[src/hdl/aiobt_pkg.sv]
// shared constants and carriers for the automatic block transfer engine
package aiobt_pkg;
    // operation kinds carried in the start request
    typedef enum logic [1:0] {
        AIOBT_IN_BYTE,
        AIOBT_IN_WORD,
        AIOBT_OUT_BYTE,
        AIOBT_OUT_WORD
    } aiobt_kind_type;

    localparam int AIOBT_AW = 16;
    localparam int AIOBT_DW = 16;
    // device field split: upper five bits address, lower three function
    localparam int AIOBT_DEV_LSB = 3;
    localparam int AIOBT_DEV_W = 5;
    localparam int AIOBT_FUNC_W = 3;
    // offsets of the instruction's parameter words and exits from p
    localparam logic [15:0] AIOBT_OFS_CNT = 16'h0001;
    localparam logic [15:0] AIOBT_OFS_PTR = 16'h0002;
    localparam logic [15:0] AIOBT_OFS_EOB = 16'h0003;
    localparam logic [15:0] AIOBT_OFS_NEXT = 16'h0004;
    // peripheral data cycle length
    localparam int AIOBT_CLK_NS = 20;
    localparam int AIOBT_IO_CYCLE_NS = 80;
    localparam int AIOBT_IO_CYCLES = (AIOBT_IO_CYCLE_NS + AIOBT_CLK_NS - 1) / AIOBT_CLK_NS;
    localparam logic [3:0] AIOBT_IO_LAST = 4'(AIOBT_IO_CYCLES - 1);
    localparam int AIOBT_FIFO_DEPTH = 32;
    localparam logic ECHO_IDLE = 1'b1;

    // one instruction handed over by the processor sequencer
    typedef struct packed {
        aiobt_kind_type kind;
        logic [7:0] dev;
        logic [15:0] p;
        logic intr;
        logic [15:0] ret_p;
    } aiobt_start_type;

    // memory request as seen on the memory port
    typedef struct packed {
        logic req;
        logic we;
        logic [15:0] addr;
        logic [1:0] be;
        logic [15:0] wdata;
    } aiobt_mem_type;
endpackage : aiobt_pkg

[src/hdl/aiobt_top.sv]
// automatic i/o block transfer engine with its data fifo
`timescale 1ns/1ns
`default_nettype none

// small first-in first-out buffer in the data path
module aiobt_fifo #(
    parameter int WIDTH = 16,
    parameter int DEPTH = 32
) (
    input wire logic i_clk,
    input wire logic i_srst,
    input wire logic i_in_valid,
    output logic o_in_ready,
    input wire logic [WIDTH-1:0] i_in_data,
    output logic o_out_valid,
    input wire logic i_out_ready,
    output logic [WIDTH-1:0] o_out_data
);
    localparam int AW = $clog2(DEPTH);
    logic [WIDTH-1:0] mem_ff [DEPTH];
    logic [AW:0] wr_ff;
    logic [AW:0] rd_ff;
    logic push;
    logic pop;

    // extra pointer bit tells full from empty
    assign o_in_ready = (wr_ff - rd_ff) != (AW+1)'(DEPTH);
    assign o_out_valid = wr_ff != rd_ff;
    assign push = i_in_valid && o_in_ready;
    assign pop = o_out_valid && i_out_ready;
    assign o_out_data = mem_ff[rd_ff[AW-1:0]];

    // storage, no reset needed on the array
    always_ff @(posedge i_clk) begin
        if (push) begin
            mem_ff[wr_ff[AW-1:0]] <= i_in_data;
        end
    end

    // pointers
    always_ff @(posedge i_clk) begin
        if (i_srst) begin
            wr_ff <= '0;
            rd_ff <= '0;
        end else begin
            if (push) begin
                wr_ff <= wr_ff + (AW+1)'(1);
            end
            if (pop) begin
                rd_ff <= rd_ff + (AW+1)'(1);
            end
        end
    end
endmodule : aiobt_fifo

// How it works
// - second word is a negative count, incremented before every transfer
// - third word is start minus one, incremented, then used as data address
// - in line with count nonzero afterwards, continue at p plus four
// - in line with count now zero, continue at p plus three
// - transfer runs without asking the peripheral whether it is ready
// - one interrupt to the instruction gives exactly one execution
// - no processor register is touched by these operations
// - under interrupt no skip, return to the interrupted program point
// - under interrupt with count zero, send end-of-block notify to peripheral
// - under interrupt return happens whether or not notify was sent
// - byte input moves one 8-bit byte from peripheral into memory byte
// - word input moves one 16-bit word from peripheral into memory word
// - byte output moves one 8-bit memory byte to the peripheral
// - word output moves one 16-bit memory word to the peripheral
// - device field: upper five bits peripheral address, lower three function
module aiobt_top
    import aiobt_pkg::*;
#(
    parameter int FIFO_DEPTH = AIOBT_FIFO_DEPTH
) (
    input wire logic I_CLK,
    input wire logic I_SRST,
    input wire logic I_START_VALID,
    input wire aiobt_start_type I_START,
    output logic O_START_READY,
    output aiobt_mem_type O_MEM,
    input wire logic I_MEM_ACK,
    input wire logic [15:0] I_MEM_RDATA,
    output logic [4:0] O_IO_DEV,
    output logic [2:0] O_IO_FUNC,
    output logic O_IO_RD,
    output logic O_IO_WR,
    output logic [15:0] O_IO_DOUT,
    input wire logic [15:0] I_IO_DIN,
    output logic O_ECHO_N,
    output logic O_DONE,
    output logic [15:0] O_NEXT_P
);
    typedef enum logic [2:0] {
        S_IDLE,
        S_RD_CNT,
        S_RD_PTR,
        S_WR_CNT,
        S_WR_PTR,
        S_SRC,
        S_DST,
        S_DONE
    } aiobt_state_type;

    aiobt_state_type state_ff;
    aiobt_state_type nxt_state;
    aiobt_start_type op_ff;
    logic [15:0] cnt_ff;
    logic [15:0] ptr_ff;
    logic [3:0] io_cnt_ff;
    logic io_busy_ff;
    logic [15:0] din_meta_ff;
    logic [15:0] din_sync_ff;
    logic [15:0] io_dout_ff;
    logic io_rd_ff;
    logic io_wr_ff;
    logic echo_n_ff;
    logic done_ff;
    logic [15:0] next_p_ff;
    logic is_out;
    logic is_byte;
    logic io_phase;
    logic io_last;
    logic src_ok;
    logic fifo_in_valid;
    logic fifo_in_ready;
    logic [15:0] fifo_in_data;
    logic fifo_out_valid;
    logic fifo_out_ready;
    logic [15:0] fifo_out_data;
    logic dst_ok;

    // byte pointers address half words: even byte is the upper half
    function automatic logic [15:0] data_addr(input logic byte_mode, input logic [15:0] ptr);
        data_addr = byte_mode ? {1'b0, ptr[15:1]} : ptr;
    endfunction : data_addr

    function automatic logic [1:0] lane_be(input logic byte_mode, input logic [15:0] ptr);
        lane_be = !byte_mode ? 2'h3 : (ptr[0] ? 2'h1 : 2'h2);
    endfunction : lane_be

    assign is_out = (op_ff.kind == AIOBT_OUT_BYTE) || (op_ff.kind == AIOBT_OUT_WORD);
    assign is_byte = (op_ff.kind == AIOBT_IN_BYTE) || (op_ff.kind == AIOBT_OUT_BYTE);
    assign O_START_READY = (state_ff == S_IDLE);
    // the peripheral cycle is in the source state for input, destination for output
    assign io_phase = is_out ? (state_ff == S_DST) : (state_ff == S_SRC);
    assign io_last = io_busy_ff && (io_cnt_ff == AIOBT_IO_LAST);

    // pin data passes two flops before anything looks at it; no reset, since
    // the value is only read at the end of a strobe that outlasts both stages
    always_ff @(posedge I_CLK) begin
        din_meta_ff <= I_IO_DIN;
        din_sync_ff <= din_meta_ff;
    end

    // memory port: requests are a handshake held until acknowledged
    always_comb begin
        O_MEM = '0;
        case (state_ff)
            S_RD_CNT, S_RD_PTR, S_WR_CNT, S_WR_PTR: begin
                // parameter words: count at p+1, pointer at p+2, read then written back
                O_MEM.req = 1'b1;
                O_MEM.we = (state_ff == S_WR_CNT) || (state_ff == S_WR_PTR);
                O_MEM.be = O_MEM.we ? 2'h3 : 2'h0;
                if ((state_ff == S_RD_CNT) || (state_ff == S_WR_CNT)) begin
                    O_MEM.addr = op_ff.p + AIOBT_OFS_CNT;
                    O_MEM.wdata = O_MEM.we ? cnt_ff : 16'h0000;
                end else begin
                    O_MEM.addr = op_ff.p + AIOBT_OFS_PTR;
                    O_MEM.wdata = O_MEM.we ? ptr_ff : 16'h0000;
                end
            end
            S_SRC: begin
                // output kinds read the buffer, waiting for fifo room first
                O_MEM.req = is_out && fifo_in_ready;
                O_MEM.addr = data_addr(is_byte, ptr_ff);
            end
            S_DST: begin
                // input kinds write the buffer from the fifo head
                O_MEM.req = !is_out && fifo_out_valid;
                O_MEM.we = 1'b1;
                O_MEM.addr = data_addr(is_byte, ptr_ff);
                O_MEM.be = lane_be(is_byte, ptr_ff);
                O_MEM.wdata = is_byte ? {2{fifo_out_data[7:0]}} : fifo_out_data;
            end
            default: begin
                O_MEM = '0;
            end
        endcase
    end

    // fifo feed: memory word or lane for output, synced pin data for input
    always_comb begin
        fifo_in_valid = 1'b0;
        fifo_in_data = 16'h0000;
        if (state_ff == S_SRC) begin
            if (is_out) begin
                fifo_in_valid = I_MEM_ACK;
                fifo_in_data = !is_byte ? I_MEM_RDATA :
                    {8'h00, ptr_ff[0] ? I_MEM_RDATA[7:0] : I_MEM_RDATA[15:8]};
            end else begin
                fifo_in_valid = io_last;
                fifo_in_data = is_byte ? {8'h00, din_sync_ff[7:0]} : din_sync_ff;
            end
        end
    end

    assign src_ok = fifo_in_valid && fifo_in_ready;
    assign fifo_out_ready = (state_ff == S_DST) && (is_out ? io_last : I_MEM_ACK);
    assign dst_ok = fifo_out_ready && fifo_out_valid;

    aiobt_fifo #(
        .WIDTH(AIOBT_DW),
        .DEPTH(FIFO_DEPTH)
    ) u_fifo (
        .i_clk(I_CLK),
        .i_srst(I_SRST),
        .i_in_valid(fifo_in_valid),
        .o_in_ready(fifo_in_ready),
        .i_in_data(fifo_in_data),
        .o_out_valid(fifo_out_valid),
        .i_out_ready(fifo_out_ready),
        .o_out_data(fifo_out_data)
    );

    // sequencer; the engine has no path to the accumulator or index
    always_comb begin
        nxt_state = state_ff;
        case (state_ff)
            S_IDLE: begin
                if (I_START_VALID) begin
                    nxt_state = S_RD_CNT;
                end
            end
            S_RD_CNT: begin
                if (I_MEM_ACK) begin
                    nxt_state = S_RD_PTR;
                end
            end
            S_RD_PTR: begin
                if (I_MEM_ACK) begin
                    nxt_state = S_WR_CNT;
                end
            end
            S_WR_CNT: begin
                if (I_MEM_ACK) begin
                    nxt_state = S_WR_PTR;
                end
            end
            S_WR_PTR: begin
                if (I_MEM_ACK) begin
                    nxt_state = S_SRC; // no readiness test before moving data
                end
            end
            S_SRC: begin
                if (src_ok) begin
                    nxt_state = S_DST;
                end
            end
            S_DST: begin
                if (dst_ok) begin
                    nxt_state = S_DONE;
                end
            end
            default: begin
                nxt_state = S_IDLE;
            end
        endcase
    end

    always_ff @(posedge I_CLK) begin
        if (I_SRST) begin
            state_ff <= S_IDLE;
        end else begin
            state_ff <= nxt_state;
        end
    end

    // instruction capture, one execution per accepted request
    always_ff @(posedge I_CLK) begin
        if (I_SRST) begin
            op_ff <= '0;
        end else if (state_ff == S_IDLE && I_START_VALID) begin
            op_ff <= I_START;
        end
    end

    // counter and pointer are bumped as they are read in
    always_ff @(posedge I_CLK) begin
        if (I_SRST) begin
            cnt_ff <= 16'h0000;
            ptr_ff <= 16'h0000;
        end else begin
            if (state_ff == S_RD_CNT && I_MEM_ACK) begin
                cnt_ff <= I_MEM_RDATA + 16'h0001;
            end
            if (state_ff == S_RD_PTR && I_MEM_ACK) begin
                ptr_ff <= I_MEM_RDATA + 16'h0001;
            end
        end
    end

    // peripheral cycle timer and strobes; address and function from the device field
    always_ff @(posedge I_CLK) begin
        if (I_SRST) begin
            io_busy_ff <= 1'b0;
            io_cnt_ff <= 4'h0;
            io_rd_ff <= 1'b0;
            io_wr_ff <= 1'b0;
            echo_n_ff <= ECHO_IDLE;
        end else if (io_phase && !io_busy_ff && (is_out ? fifo_out_valid : fifo_in_ready)) begin
            io_busy_ff <= 1'b1;
            io_cnt_ff <= 4'h0;
            io_rd_ff <= !is_out;
            io_wr_ff <= is_out;
            // notify only in the final transfer of an interrupt run
            echo_n_ff <= !(op_ff.intr && cnt_ff == 16'h0000);
        end else if (io_last) begin
            io_busy_ff <= 1'b0;
            io_rd_ff <= 1'b0;
            io_wr_ff <= 1'b0;
            echo_n_ff <= ECHO_IDLE;
        end else if (io_busy_ff) begin
            io_cnt_ff <= io_cnt_ff + 4'h1;
        end
    end

    // output data latched from the fifo head at the start of the cycle
    always_ff @(posedge I_CLK) begin
        if (I_SRST) begin
            io_dout_ff <= 16'h0000;
        end else if (state_ff == S_DST && is_out && !io_busy_ff && fifo_out_valid) begin
            io_dout_ff <= is_byte ? {8'h00, fifo_out_data[7:0]} : fifo_out_data;
        end
    end

    assign O_IO_DEV = op_ff.dev[AIOBT_DEV_LSB +: AIOBT_DEV_W];
    assign O_IO_FUNC = op_ff.dev[AIOBT_FUNC_W-1:0];
    assign O_IO_RD = io_rd_ff;
    assign O_IO_WR = io_wr_ff;
    assign O_IO_DOUT = io_dout_ff;
    assign O_ECHO_N = echo_n_ff;
    assign O_DONE = done_ff;
    assign O_NEXT_P = next_p_ff;

    // completion with the next program address
    always_ff @(posedge I_CLK) begin
        if (I_SRST) begin
            done_ff <= 1'b0;
            next_p_ff <= 16'h0000;
        end else begin
            done_ff <= (state_ff == S_DST) && dst_ok;
            if ((state_ff == S_DST) && dst_ok) begin
                if (op_ff.intr) begin
                    next_p_ff <= op_ff.ret_p;
                end else if (cnt_ff == 16'h0000) begin
                    next_p_ff <= op_ff.p + AIOBT_OFS_EOB;
                end else begin
                    next_p_ff <= op_ff.p + AIOBT_OFS_NEXT;
                end
            end
        end
    end
endmodule : aiobt_top
`default_nettype wire

[config.mk]
export PLATFORM = sky130hd
export DESIGN_NAME = aiobt_top
export DESIGN_NICKNAME = d
export VERILOG_FILES = /design/src/hdl/aiobt_pkg.sv /design/src/hdl/aiobt_top.sv
export SDC_FILE = /design/constraint.sdc
export NUM_CORES = 1
export LEC_CHECK = 0
export ABC_AREA = 1
export ABC_CLOCK_PERIOD_IN_PS = 4300
export BUFFER_PORTS_ARGS = -buffer_cell sky130_fd_sc_hd__buf_2
export CAP_MARGIN = 20
export CORE_MARGIN = 4
export CORE_UTILIZATION = 61
export DETAILED_ROUTE_END_ITERATION = 12
export PLACE_DENSITY_LB_ADDON = 0.1
export SLEW_MARGIN = 0
export SYNTH_ARGS = -nofsm -noshare
export SYNTH_HDL_FRONTEND = slang
export SYNTH_SLANG_ARGS = --single-unit
[constraint.sdc]
create_clock -name I_CLK -period 4.3 [get_ports I_CLK]
set_input_delay 0.215 -clock I_CLK [delete_from_list [all_inputs] [get_ports I_CLK]]
set_output_delay 0.215 -clock I_CLK [all_outputs]
set_load 0.05 [all_outputs]
==> results of run 1 <==
## cell usage after synthesis, drive strengths merged
library cell	n
xnor2	5
nor3b	2
clkbuf	78
o221ai	1
nand2	880
nor3	14
a21boi	2
o211ai	11
o32ai	2
nor2	108
nand3b	1
ha	21
a32o	2
o21bai	2
clkinv	3
a22oi	1
xor2	26
o22ai	13
or2	4
buf	100
inv	152
o31ai	7
a21oi	181
nand3	478
edfxtp	512
o21ai	164
dfxtp	168
nand4	20
## state kept, by name (all words and copies together), names as in the netlist, named ones only
signal,flops
O_IO_DOUT,16
cnt_ff,16
O_DONE,1
u_fifo.rd_ff,6
O_IO_WR,1
u_fifo.mem_ff,512
io_cnt_ff,4
O_IO_RD,1
io_busy_ff,1
din_meta_ff,16
op_ff,35
u_fifo.wr_ff,6
O_IO_FUNC,3
ptr_ff,16
O_IO_DEV,5
O_NEXT_P,16
din_sync_ff,16
O_ECHO_N,1
state_ff,3
## where the power goes
group	switching (W)	internal, W
logic	0.00202	0.000658
registers	0.000177	0.00725
clock network	0.00248	0.00361
total	0.00468	0.0115
## area by class of cell
type / instances / share of cell area [%]
sequential: 680 / 55.81
multi-input combinational: 1945 / 26.88
timing repair buffer: 306 / 6.400
clock buffer: 102 / 6.094
tap: 607 / 2.261
inverter: 155 / 1.755
clock inverter: 22 / 0.7934
antenna: 1 / 0.007450
## cells in the final DEF (no fill, tap or decap), types with 7 or more instances in the layout
cell           synthesis  final
xor2_1                26     26
inv_1                147    145
o21ai_2                1      9
nand4_1               20     20
buf_12                 0      7
clkbuf_16              0     74
o22ai_1               13     13
dfxtp_1              168    165
clkbuf_8               0      9
o31ai_1                7      7
nor2_1               103    103
clkinv_1               3      9
clkbuf_1              78     19
a21oi_1              181    173
nand3_1              478    478
edfxtp_1             512    512
buf_2                 70    159
dlygate4sd3_1          0     59
ha_1                  21     21
o21ai_0              157    149
o211ai_1              11     11
a21oi_2                0      8
buf_4                 11     79
nor3_1                14     12
nand2_1              877    876
## routing by layer
layer | GRT usage [%] | wire (um) | share of wire [%] | up-vias
met2 | 53.33 | 41360 | 47 | 1345
met1 | 47.36 | 34530 | 39 | 10960
met3 | 6.525 | 8851 | 10 | 209
met4 | 14.49 | 3846 | 4.3 | 2
met5 | 0 | 13 | 0.015 | -
li1 | - | - | - | 10540
## what timing repair did
item,CTS,global route
endpoints found under the hold margin,59,1
buffers inserted,0,0
gates resized for setup,0,0
hold buffers,58,1
## metrics by stage
step / hold WS, ns / power (W) / setup slack (ns)
floorplan: 0.2427 / 0.009306 / 1.270
global placement: 0.3153 / 0.01011 / 1.174
detailed placement: 0.3121 / 0.01012 / 1.138
CTS: 0.001125 / 0.01619 / 0.4977
global route: 0.05481 / 0.01674 / 0.3231
finish: 0.02941 / 0.01620 / 0.4870
## worst register-to-register path: cells and delay by family, from the launching register on
kind                   cells  cell delay (ns)
and+or+nand+nor            4             1.19
buffers and inverters      2             0.76
DFF                        1             0.57
AOI/OAI and AO/OA          2             0.47
## worst paths after layout
| check | from | to | slack (ns) | cells after the start |
|---|---|---|---|---|
| max | flip-flop | O_MEM[14] | 0.49 | 13 |
| min | I_SRST | u_fifo.wr_ff[3] | 0.03 | 4 |
| max reg2reg | op_ff[42] | u_fifo.mem_ff[30][4] | 1.00 | 8 |
| min reg2reg | din_meta_ff[10] | din_sync_ff[10] | 0.33 | 0 |
## kinds of logic (layout without fill, tap and decap cells)
family | count (synthesis) | count (layout) | share of synthesized area [%]
adders and majority gates | 21 | 21 | 0.9040
xor gates and xnor gates | 31 | 31 | 0.9341
other | 0 | 1 | 0
DFF | 680 | 680 | 64.47
and+or+nand+nor | 1507 | 1507 | 21.93
buffers and inverters | 333 | 585 | 4.744
AOI/OAI and AO/OA | 386 | 386 | 7.025
==> impl_metrics.yaml, run 1 <==
setup_path:
  crit_path_start_kind: "flip-flop"
  critPathKind: "flip-flop to output port"
  cp_slowest_cell: "dfxtp_4"
  cp_common_cell: "nand2_1"
  worst_ep_arrival_time_ns: 3.60
  critPathCaptureType: "output port"
  path_cells: "inv_6 > buf_4 > nand2_1 > nand3_1 > nand3_1 > nand2_1 > nand2_1 > nand3_1 > nand2_1 > o21ai_1 > nand2_1 > nand2_1 > buf_2"
  crit_required_ns: 4.09
  crit_family: "simple AND/OR/NAND/NOR gates"
  slowest_delay_ns: 0.48
  crit_fanout: 50
  worst-path-buf-inv: 3
synthesis:
  syn_area_mm2: 0.02907
  syn_inst: 2958
  synth_seq_cells: 680
  avgSynthCellArea_um2: 9.826
  ys_seq_area_share_pct: 64.47
  synth_area_leaders: "edfxtp_1, dfxtp_1, nand2_1"
  yosys.area.top_type_share_pct: 52.89
  syn_nets: 3058
  synth_area_leader_cell: "edfxtp_1"
  ys_types: 37
  yosysWarningCount: 0
timing:
  rsz0062_at_grt: "false"
  max_slew_margin_pct: 24.76
  fin_tns_setup_ns: 0
  worst_pin_slew_ns: 1.129
  skew_ns: 0.02485
  fin_crit_sh_pct: 88.68
  setup_viol: 0
  hold_viol: 0
  slew_viol_final: 0
  fmax_mhz: 262.3
  min_period_ns: 3.813
placed_design:
  port_buffers: 159
  placed_area_mm2: 0.03067
  hpwl_mm: 56.78
  dp_cells: 3633
  place.gp.congestion: 0.9858
clock_tree:
  clk_path_buf_depth: 3
  clk_pin_slew_ns: 0.06
  cts_sinks: 680
  cts_max_level: 3
  tritoncts: "built"
  clk_latency_ns: 0.60
  ctsRootBufferMaster: "clkbuf_16"
  cts_made_buffers: 68
route:
  wl_per_cell_um: 23.21
  wirelength_mm: 88.60
  viasPerCell: 6.040
  postRouteAntennaNets: 0
  drtPass1Iterations: 6
  detail_route.iter0.violations: 2496
  route.detailed.drc: 0
  vias: 23060
pwr:
  ir_drop_uv: 382.2
  power_density_mw_per_mm2: 482.4
  p_leak_nw: 12.91
global_route:
  grt_usage_pct: 34.06
  antenna_found_initial: 1
  grt_pass1_vias: 21830
  grt_overflow: 0
  grt_pass1_wl_mm: 131.6
  grt_max_degree: 129
flow_run:
  cap_violations: 0
layout:
  layout.nets: 3256
  area_growth_pct: 15.56
  multi_input_area_mm2: 0.009027
  fin_cells: 3818
  drive_gt1_share_pct: 12.15
  postLayoutCellArea_mm2: 0.03359
  register_area_mm2: 0.01875
  final_util_pct: 71.69
  fillCellCount: 3375
hold_path:
  hp-class: "input port to flip-flop"
die:
  die_area_mm2: 0.05121
  start_util_pct: 62.04
  io_pins: 160
  coreArea_mm2: 0.04685
  fp.dieH_um: 226.3
  fp-row-count: 79
  die_width_um: 226.3
status:
  status: "finished, final reports clean"
No activity file was read; power rests on OpenSTA's default activity.
==> run 2: changes to the inputs <==
--- a/config.mk
+++ b/config.mk
@@ -5,7 +5,7 @@
 export SDC_FILE = /design/constraint.sdc
 export NUM_CORES = 1
 export LEC_CHECK = 0
-export ABC_AREA = 1
+export ABC_AREA = 0
 export ABC_CLOCK_PERIOD_IN_PS = 4300
 export BUFFER_PORTS_ARGS = -buffer_cell sky130_fd_sc_hd__buf_2
 export CAP_MARGIN = 20
==> impl_metrics.yaml, run 2 <==
timing:
  skew_ns: 0.01530
  min_period_ns: 4.138
  hold_viol: 0
  max_slew_margin_pct: 31.43
  rsz0062_at_grt: "false"
  slew_viol_final: 0
  fin_tns_setup_ns: 0
  setup_viol: 0
  worst_pin_slew_ns: 1.025
  fin_crit_sh_pct: 96.22
  fmax_mhz: 241.7
clock_tree:
  tritoncts: "built"
  cts_sinks: 680
  cts_setup_buffers: 0
  cts_max_level: 3
  cts_made_buffers: 68
  clk_pin_slew_ns: 0.06
  ctsRootBufferMaster: "clkbuf_16"
  clk_path_buf_depth: 3
  clk_latency_ns: 0.61
setup_path:
  critPathCaptureType: "output port"
  rrSetupSlack_ns: 0.78
  worst-path-buf-inv: 2
  critPathKind: "flip-flop to output port"
  reg2reg_depth: 8
  cp_slowest_cell: "dfxtp_4"
  crit_fanout: 55
  slowest_delay_ns: 0.79
  worst_ep_arrival_time_ns: 3.92
  crit_path_start_kind: "flip-flop"
  crit_required_ns: 4.09
  rr_startpoint: "u_fifo.wr_ff[3]"
  crit_family: "flip-flops"
  timing.rr.end: "u_fifo.mem_ff[4][4]"
  path_cells: "buf_12 > mux4_2 > a22oi_1 > nand4_1 > nand2_1 > o221ai_1 > buf_2"
route:
  detail_route.iter0.violations: 2169
  route.detailed.drc: 0
  wirelength_mm: 73.63
  postRouteAntennaNets: 0
  viasPerCell: 6.356
  wl_per_cell_um: 26.01
  drtPass1Iterations: 5
  vias: 18000
layout:
  fin_cells: 2831
  area_growth_pct: 16.98
  multi_input_area_mm2: 0.008442
  register_area_mm2: 0.01875
  layout_common_cells: "edfxtp_1, mux2i_1, nand2_1, dfxtp_1, buf_2"
  drive_gt1_share_pct: 20.10
  layout.nets: 2287
  fillCellCount: 2848
  largest_reg_flops: 512
  n_antenna_cell: 0
  final_common_cell: "edfxtp_1"
hold_path:
  hold_path_depth: 3
  min_from: "I_MEM_RDATA[2]"
  hp-class: "input port to flip-flop"
  hold_end: "ptr_ff[2]"
status:
  status: "finished, final reports clean"
die:
  fp-row-count: 77
  io_pins: 160
  die_area_mm2: 0.04882
  start_util_pct: 62.15
  coreArea_mm2: 0.04451
  fp.dieH_um: 220.9
  die_width_um: 220.9
placed_design:
  port_buffers: 159
  hpwl_mm: 47.40
  dp_cells: 2641
  place.gp.congestion: 0.9798
global_route:
  grt_overflow: 0
  grt_pass1_wl_mm: 111.0
  grt_pass1_vias: 17380
  grt_usage_pct: 29.83
  antenna_found_initial: 0
  grt_max_degree: 70
synthesis:
  synthTopCellsByCount: "edfxtp_1, mux2i_1, nand2_1"
  yosys.area_share.adder_pct: 0.9499
  synth_seq_cells: 680
  yosys.area_share.simple_pct: 7.640
  synth_top_family_by_area: "multiplexers"
  yosysMostFrequentCell: "edfxtp_1"
  yosysWarningCount: 0
  synthArstFlopShare_pct: 0
  syn_inst: 1934
  synth_edf_count: 512
  synth_xor_area_share_pct: 1.551
  synth_area_leader_cell: "edfxtp_1"
  ys_dominant_reg_cell: "edfxtp_1"
  synth_area_leaders: "edfxtp_1, dfxtp_1, mux2i_1"
  avgSynthCellArea_um2: 14.30
  syn_nets: 2034
  ys_types: 64
  synth_compound_area_share_pct: 8.002
  ys_seq_area_share_pct: 67.74
  yosys.area.top_type_share_pct: 55.58
  muxShareOfSynthArea_pct: 11.78
  syn_area_mm2: 0.02766
pwr:
  p_leak_nw: 11.97
  ir_drop_uv: 466.0
  power_density_mw_per_mm2: 457.8
flow_run:
  cap_violations: 0
[run 2: repair_timing]
item	in CTS	in global routing
resized for setup	0	0
endpoints found under the hold margin	67	0
hold buffers	64	0
[run 2: where the power goes]
group / total (W) / internal (W) / switching (W)
Combinational: 0.00172 / 0.000558 / 0.00116
Sequential: 0.00732 / 0.00714 / 0.000179
Clock: 0.00577 / 0.00334 / 0.00243
Total: 0.0148 / 0.0110 / 0.00377
[run 2: worst max-delay path by stage]
stage	cells after the start	to	slack, ns	from
final	7	O_MEM[11]	0.16	flip-flop
after global routing	7	O_MEM[10]	0.1	flip-flop
after CTS	7	O_MEM[11]	0.22	flip-flop
after detailed placement	8	u_fifo.mem_ff[4][3]	0.83	u_fifo.wr_ff[3]
after global placement	7	O_MEM[14]	0.86	flip-flop
after floorplan	4	u_fifo.mem_ff[0][7]	1.12	op_ff[42]
[run 2: stage by stage]
step           hold slack [ns]  cell area, um^2  utilization [%]  setup slack [ns]  power (W)
2_1_floorplan           0.2427            27660                -             1.118   0.008606
3_3_place_gp            0.3114            29470            66.22            0.8587   0.009027
3_5_place_dp            0.3135            29470            66.22            0.8278   0.009053
4_1_cts               0.005291            32270            72.50            0.2212    0.01481
5_1_grt                0.03224            32360            72.70           0.09774    0.01533
6_report               0.03169            32360            72.70            0.1623    0.01481
[run 2: kinds of logic (layout without fill, tap and decap cells)]
kind of cell / after synthesis / count (layout)
AOI/OAI and AO/OA: 319 / 319
and+or+nand+nor: 472 / 472
xor gates and xnor gates: 49 / 49
buffers and inverters: 148 / 453
muxes: 245 / 245
DFF: 680 / 680
adders and majority gates: 21 / 21
[run 2: final cells by class]
class	count	area share (%)
Tap cell	592	2.289
Inverter	16	0.1856
Clock inverter	34	0.9706
Sequential cell	680	57.94
Multi-Input combinational cell	1106	26.09
Timing Repair Buffer	315	6.837
Clock buffer	88	5.692
[run 2: routing by layer]
metal / GRT usage, % / wire length, um
met5: 0 / 0
met4: 8.114 / 2070
met3: 5.804 / 7171
met2: 46.24 / 34650
met1: 44.14 / 29740
[run 2: tightest hold or removal path, delay by kind of cell]
kind | cells | cell delay, ns
AOI/OAI and AO/OA | 1 | 0.07
xor gates and xnor gates | 1 | 0.16
buffers and inverters | 1 | 0.15
==> run 3: changes to the inputs <==
--- a/config.mk
+++ b/config.mk
@@ -6,13 +6,13 @@
 export NUM_CORES = 1
 export LEC_CHECK = 0
 export ABC_AREA = 0
-export ABC_CLOCK_PERIOD_IN_PS = 4300
+export ABC_CLOCK_PERIOD_IN_PS = 4700
 export BUFFER_PORTS_ARGS = -buffer_cell sky130_fd_sc_hd__buf_2
 export CAP_MARGIN = 20
-export CORE_MARGIN = 4
 export CORE_UTILIZATION = 61
 export DETAILED_ROUTE_END_ITERATION = 12
 export PLACE_DENSITY_LB_ADDON = 0.1
+export REMOVE_ABC_BUFFERS = 1
 export SLEW_MARGIN = 0
 export SYNTH_ARGS = -nofsm -noshare
 export SYNTH_HDL_FRONTEND = slang
==> constraint.sdc (replaced) <==
create_clock -name I_CLK -period 4.7 [get_ports I_CLK]
set_input_delay 0.235 -clock I_CLK [delete_from_list [all_inputs] [get_ports I_CLK]]
set_output_delay 0.235 -clock I_CLK [all_outputs]
set_load 0.05 [all_outputs]
==> impl_metrics.yaml, run 3 (same netlist as run 2, synthesis figures left out) <==
status:
  status: "finished, final reports clean"
hold_path:
  hp-class: "input port to flip-flop"
  hold_end: "ptr_ff[7]"
  min_from: "I_MEM_RDATA[7]"
  hold_path_depth: 3
timing:
  min_period_ns: 4.299
  slew_viol_final: 0
  fin_crit_sh_pct: 91.46
  setup_viol: 0
  max_slew_margin_pct: 33.90
  rsz0062_at_grt: "false"
  fmax_mhz: 232.6
  skew_ns: 0.02734
  worst_pin_slew_ns: 0.9849
  fin_tns_setup_ns: 0
  hold_viol: 0
die:
  fp.dieH_um: 214.9
  coreArea_mm2: 0.04451
  fp-row-count: 77
  die_width_um: 214.9
  die_area_mm2: 0.04620
  start_util_pct: 62.15
  io_pins: 160
clock_tree:
  clk_pin_slew_ns: 0.06
  holdBufCountCts: 60
  clk_latency_ns: 0.61
  ctsRootBufferMaster: "clkbuf_16"
  clk_path_buf_depth: 3
  tritoncts: "built"
  cts_made_buffers: 69
  cts_sinks: 680
  cts_max_level: 3
  cts_setup_buffers: 0
  ctsResizeCount: 0
layout:
  layout.nets: 2269
  layout_common_cells: "edfxtp_1, mux2i_1, nand2_1, dfxtp_1, buf_2"
  largest_reg_flops: 512
  area_growth_pct: 16.85
  fin_cells: 2814
  final_common_cell: "edfxtp_1"
  drive_gt1_share_pct: 19.68
route:
  detail_route.iter0.violations: 2151
  drtPass1Iterations: 5
  postRouteAntennaNets: 0
  wirelength_mm: 70.02
  vias: 17820
  route.detailed.drc: 0
  viasPerCell: 6.332
  wl_per_cell_um: 24.88
setup_path:
  cp_common_cell: "buf_4"
  cp_slowest_cell: "dfxtp_4"
  path_cells: "buf_4 > buf_4 > mux4_2 > a22oi_1 > nand4_1 > nand2_1 > o221ai_1 > buf_2"
  crit_path_start_kind: "flip-flop"
  rrSetupSlack_ns: 1.34
  crit_required_ns: 4.47
  reg2reg_depth: 7
  critPathKind: "flip-flop to output port"
  crit_fanout: 57
  critPathCaptureType: "output port"
  worst_ep_arrival_time_ns: 4.06
  timing.rr.end: "O_IO_DOUT[10]"
  slowest_delay_ns: 0.97
pwr:
  internal-power_w: 0.01024
  clockPowerShare_pct: 39.8
  switching_share_pct: 25.23
  power_frac_comb_pct: 11.4
  power.total_w: 0.01370
  p_sw_w: 0.003456
  ir_drop_uv: 379.1
  p_leak_nw: 11.91
  power_density_mw_per_mm2: 423.8
  power_frac_seq_pct: 48.8
placed_design:
  place.gp.congestion: 0.9121
  hpwl_mm: 45.11
  port_buffers: 159
  dp_cells: 2626
global_route:
  grt_pass1_vias: 17140
  grt_usage_pct: 30.48
  grt_pass1_wl_mm: 105.1
  grt_overflow: 0
  antenna_found_initial: 1
  grt_max_degree: 113
flow_run:
  cap_violations: 0
run 3: changes by cell type in the layout (fill, tap and decap cells not counted), moves of 5 or more:
cell and delta:
buf_4 -20, clkbuf_1 +5, clkinv_1 -7, clkinv_2 -5
run 3: final cells by class:
class,count,area (um^2)
Sequential cell,680,18750
Antenna cell,1,2.502
Timing Repair Buffer,296,2079
Multi-Input combinational cell,1106,8442
Tap cell,592,740.7
Fill cell,2887,12190
Clock inverter,27,320.3
Inverter,16,60.06
Clock buffer,96,1931
run 3: power by group through the flow:
stage | clock, W | sequential (W) | combinational [W]
after floorplan | 0 | 0.00683 | 0.000955
after global placement | 0 | 0.00680 | 0.00145
after detailed placement | 0 | 0.00681 | 0.00148
after CTS | 0.00551 | 0.00668 | 0.00152
after global routing | 0.00574 | 0.00670 | 0.00166
final | 0.00545 | 0.00669 | 0.00156
run 3: metal layers:
metal	global-route usage (%)	vias up	routed length [um]
met2	48.39	884	33570
met3	4.501	137	5718
met5	0	-	0
li1	-	7883	-
met4	9.881	0	2018
met1	43.76	8915	28710
run 3: how the worst max path moves through the flow:
stage	to	slack (ns)	cells past startpoint
floorplan	O_MEM[13]	-2.84	6
global placement	O_MEM[10]	1.09	8
detailed placement	O_MEM[10]	1.05	8
CTS	O_MEM[10]	0.40	8
global route	O_MEM[12]	0.32	8
finish	O_MEM[10]	0.40	8
run 3: stage by stage:
stage / hold WS (ns) / setup WS (ns) / utilization (%) / instance area (um^2)
after detailed placement: 0.3143 / 1.045 / 66.02 / 29390
after global routing: 0.04136 / 0.3236 / 72.62 / 32320
after floorplan: 0.2627 / -2.837 / - / 27070
after global placement: 0.3110 / 1.091 / 65.85 / 29310
after CTS: 0.009617 / 0.4040 / 72.43 / 32240
final: 0.02849 / 0.4013 / 72.62 / 32320
run 3: critical path, delay by kind of cell, from the launching register on:
kind                   cells  cell delay, ns
AND/OR/NAND/NOR            2            0.55
AO/OA/AOI/OAI              2            0.47
flip-flops                 1            0.97
buffers and inverters      3            1.06
multiplexers               1            0.36
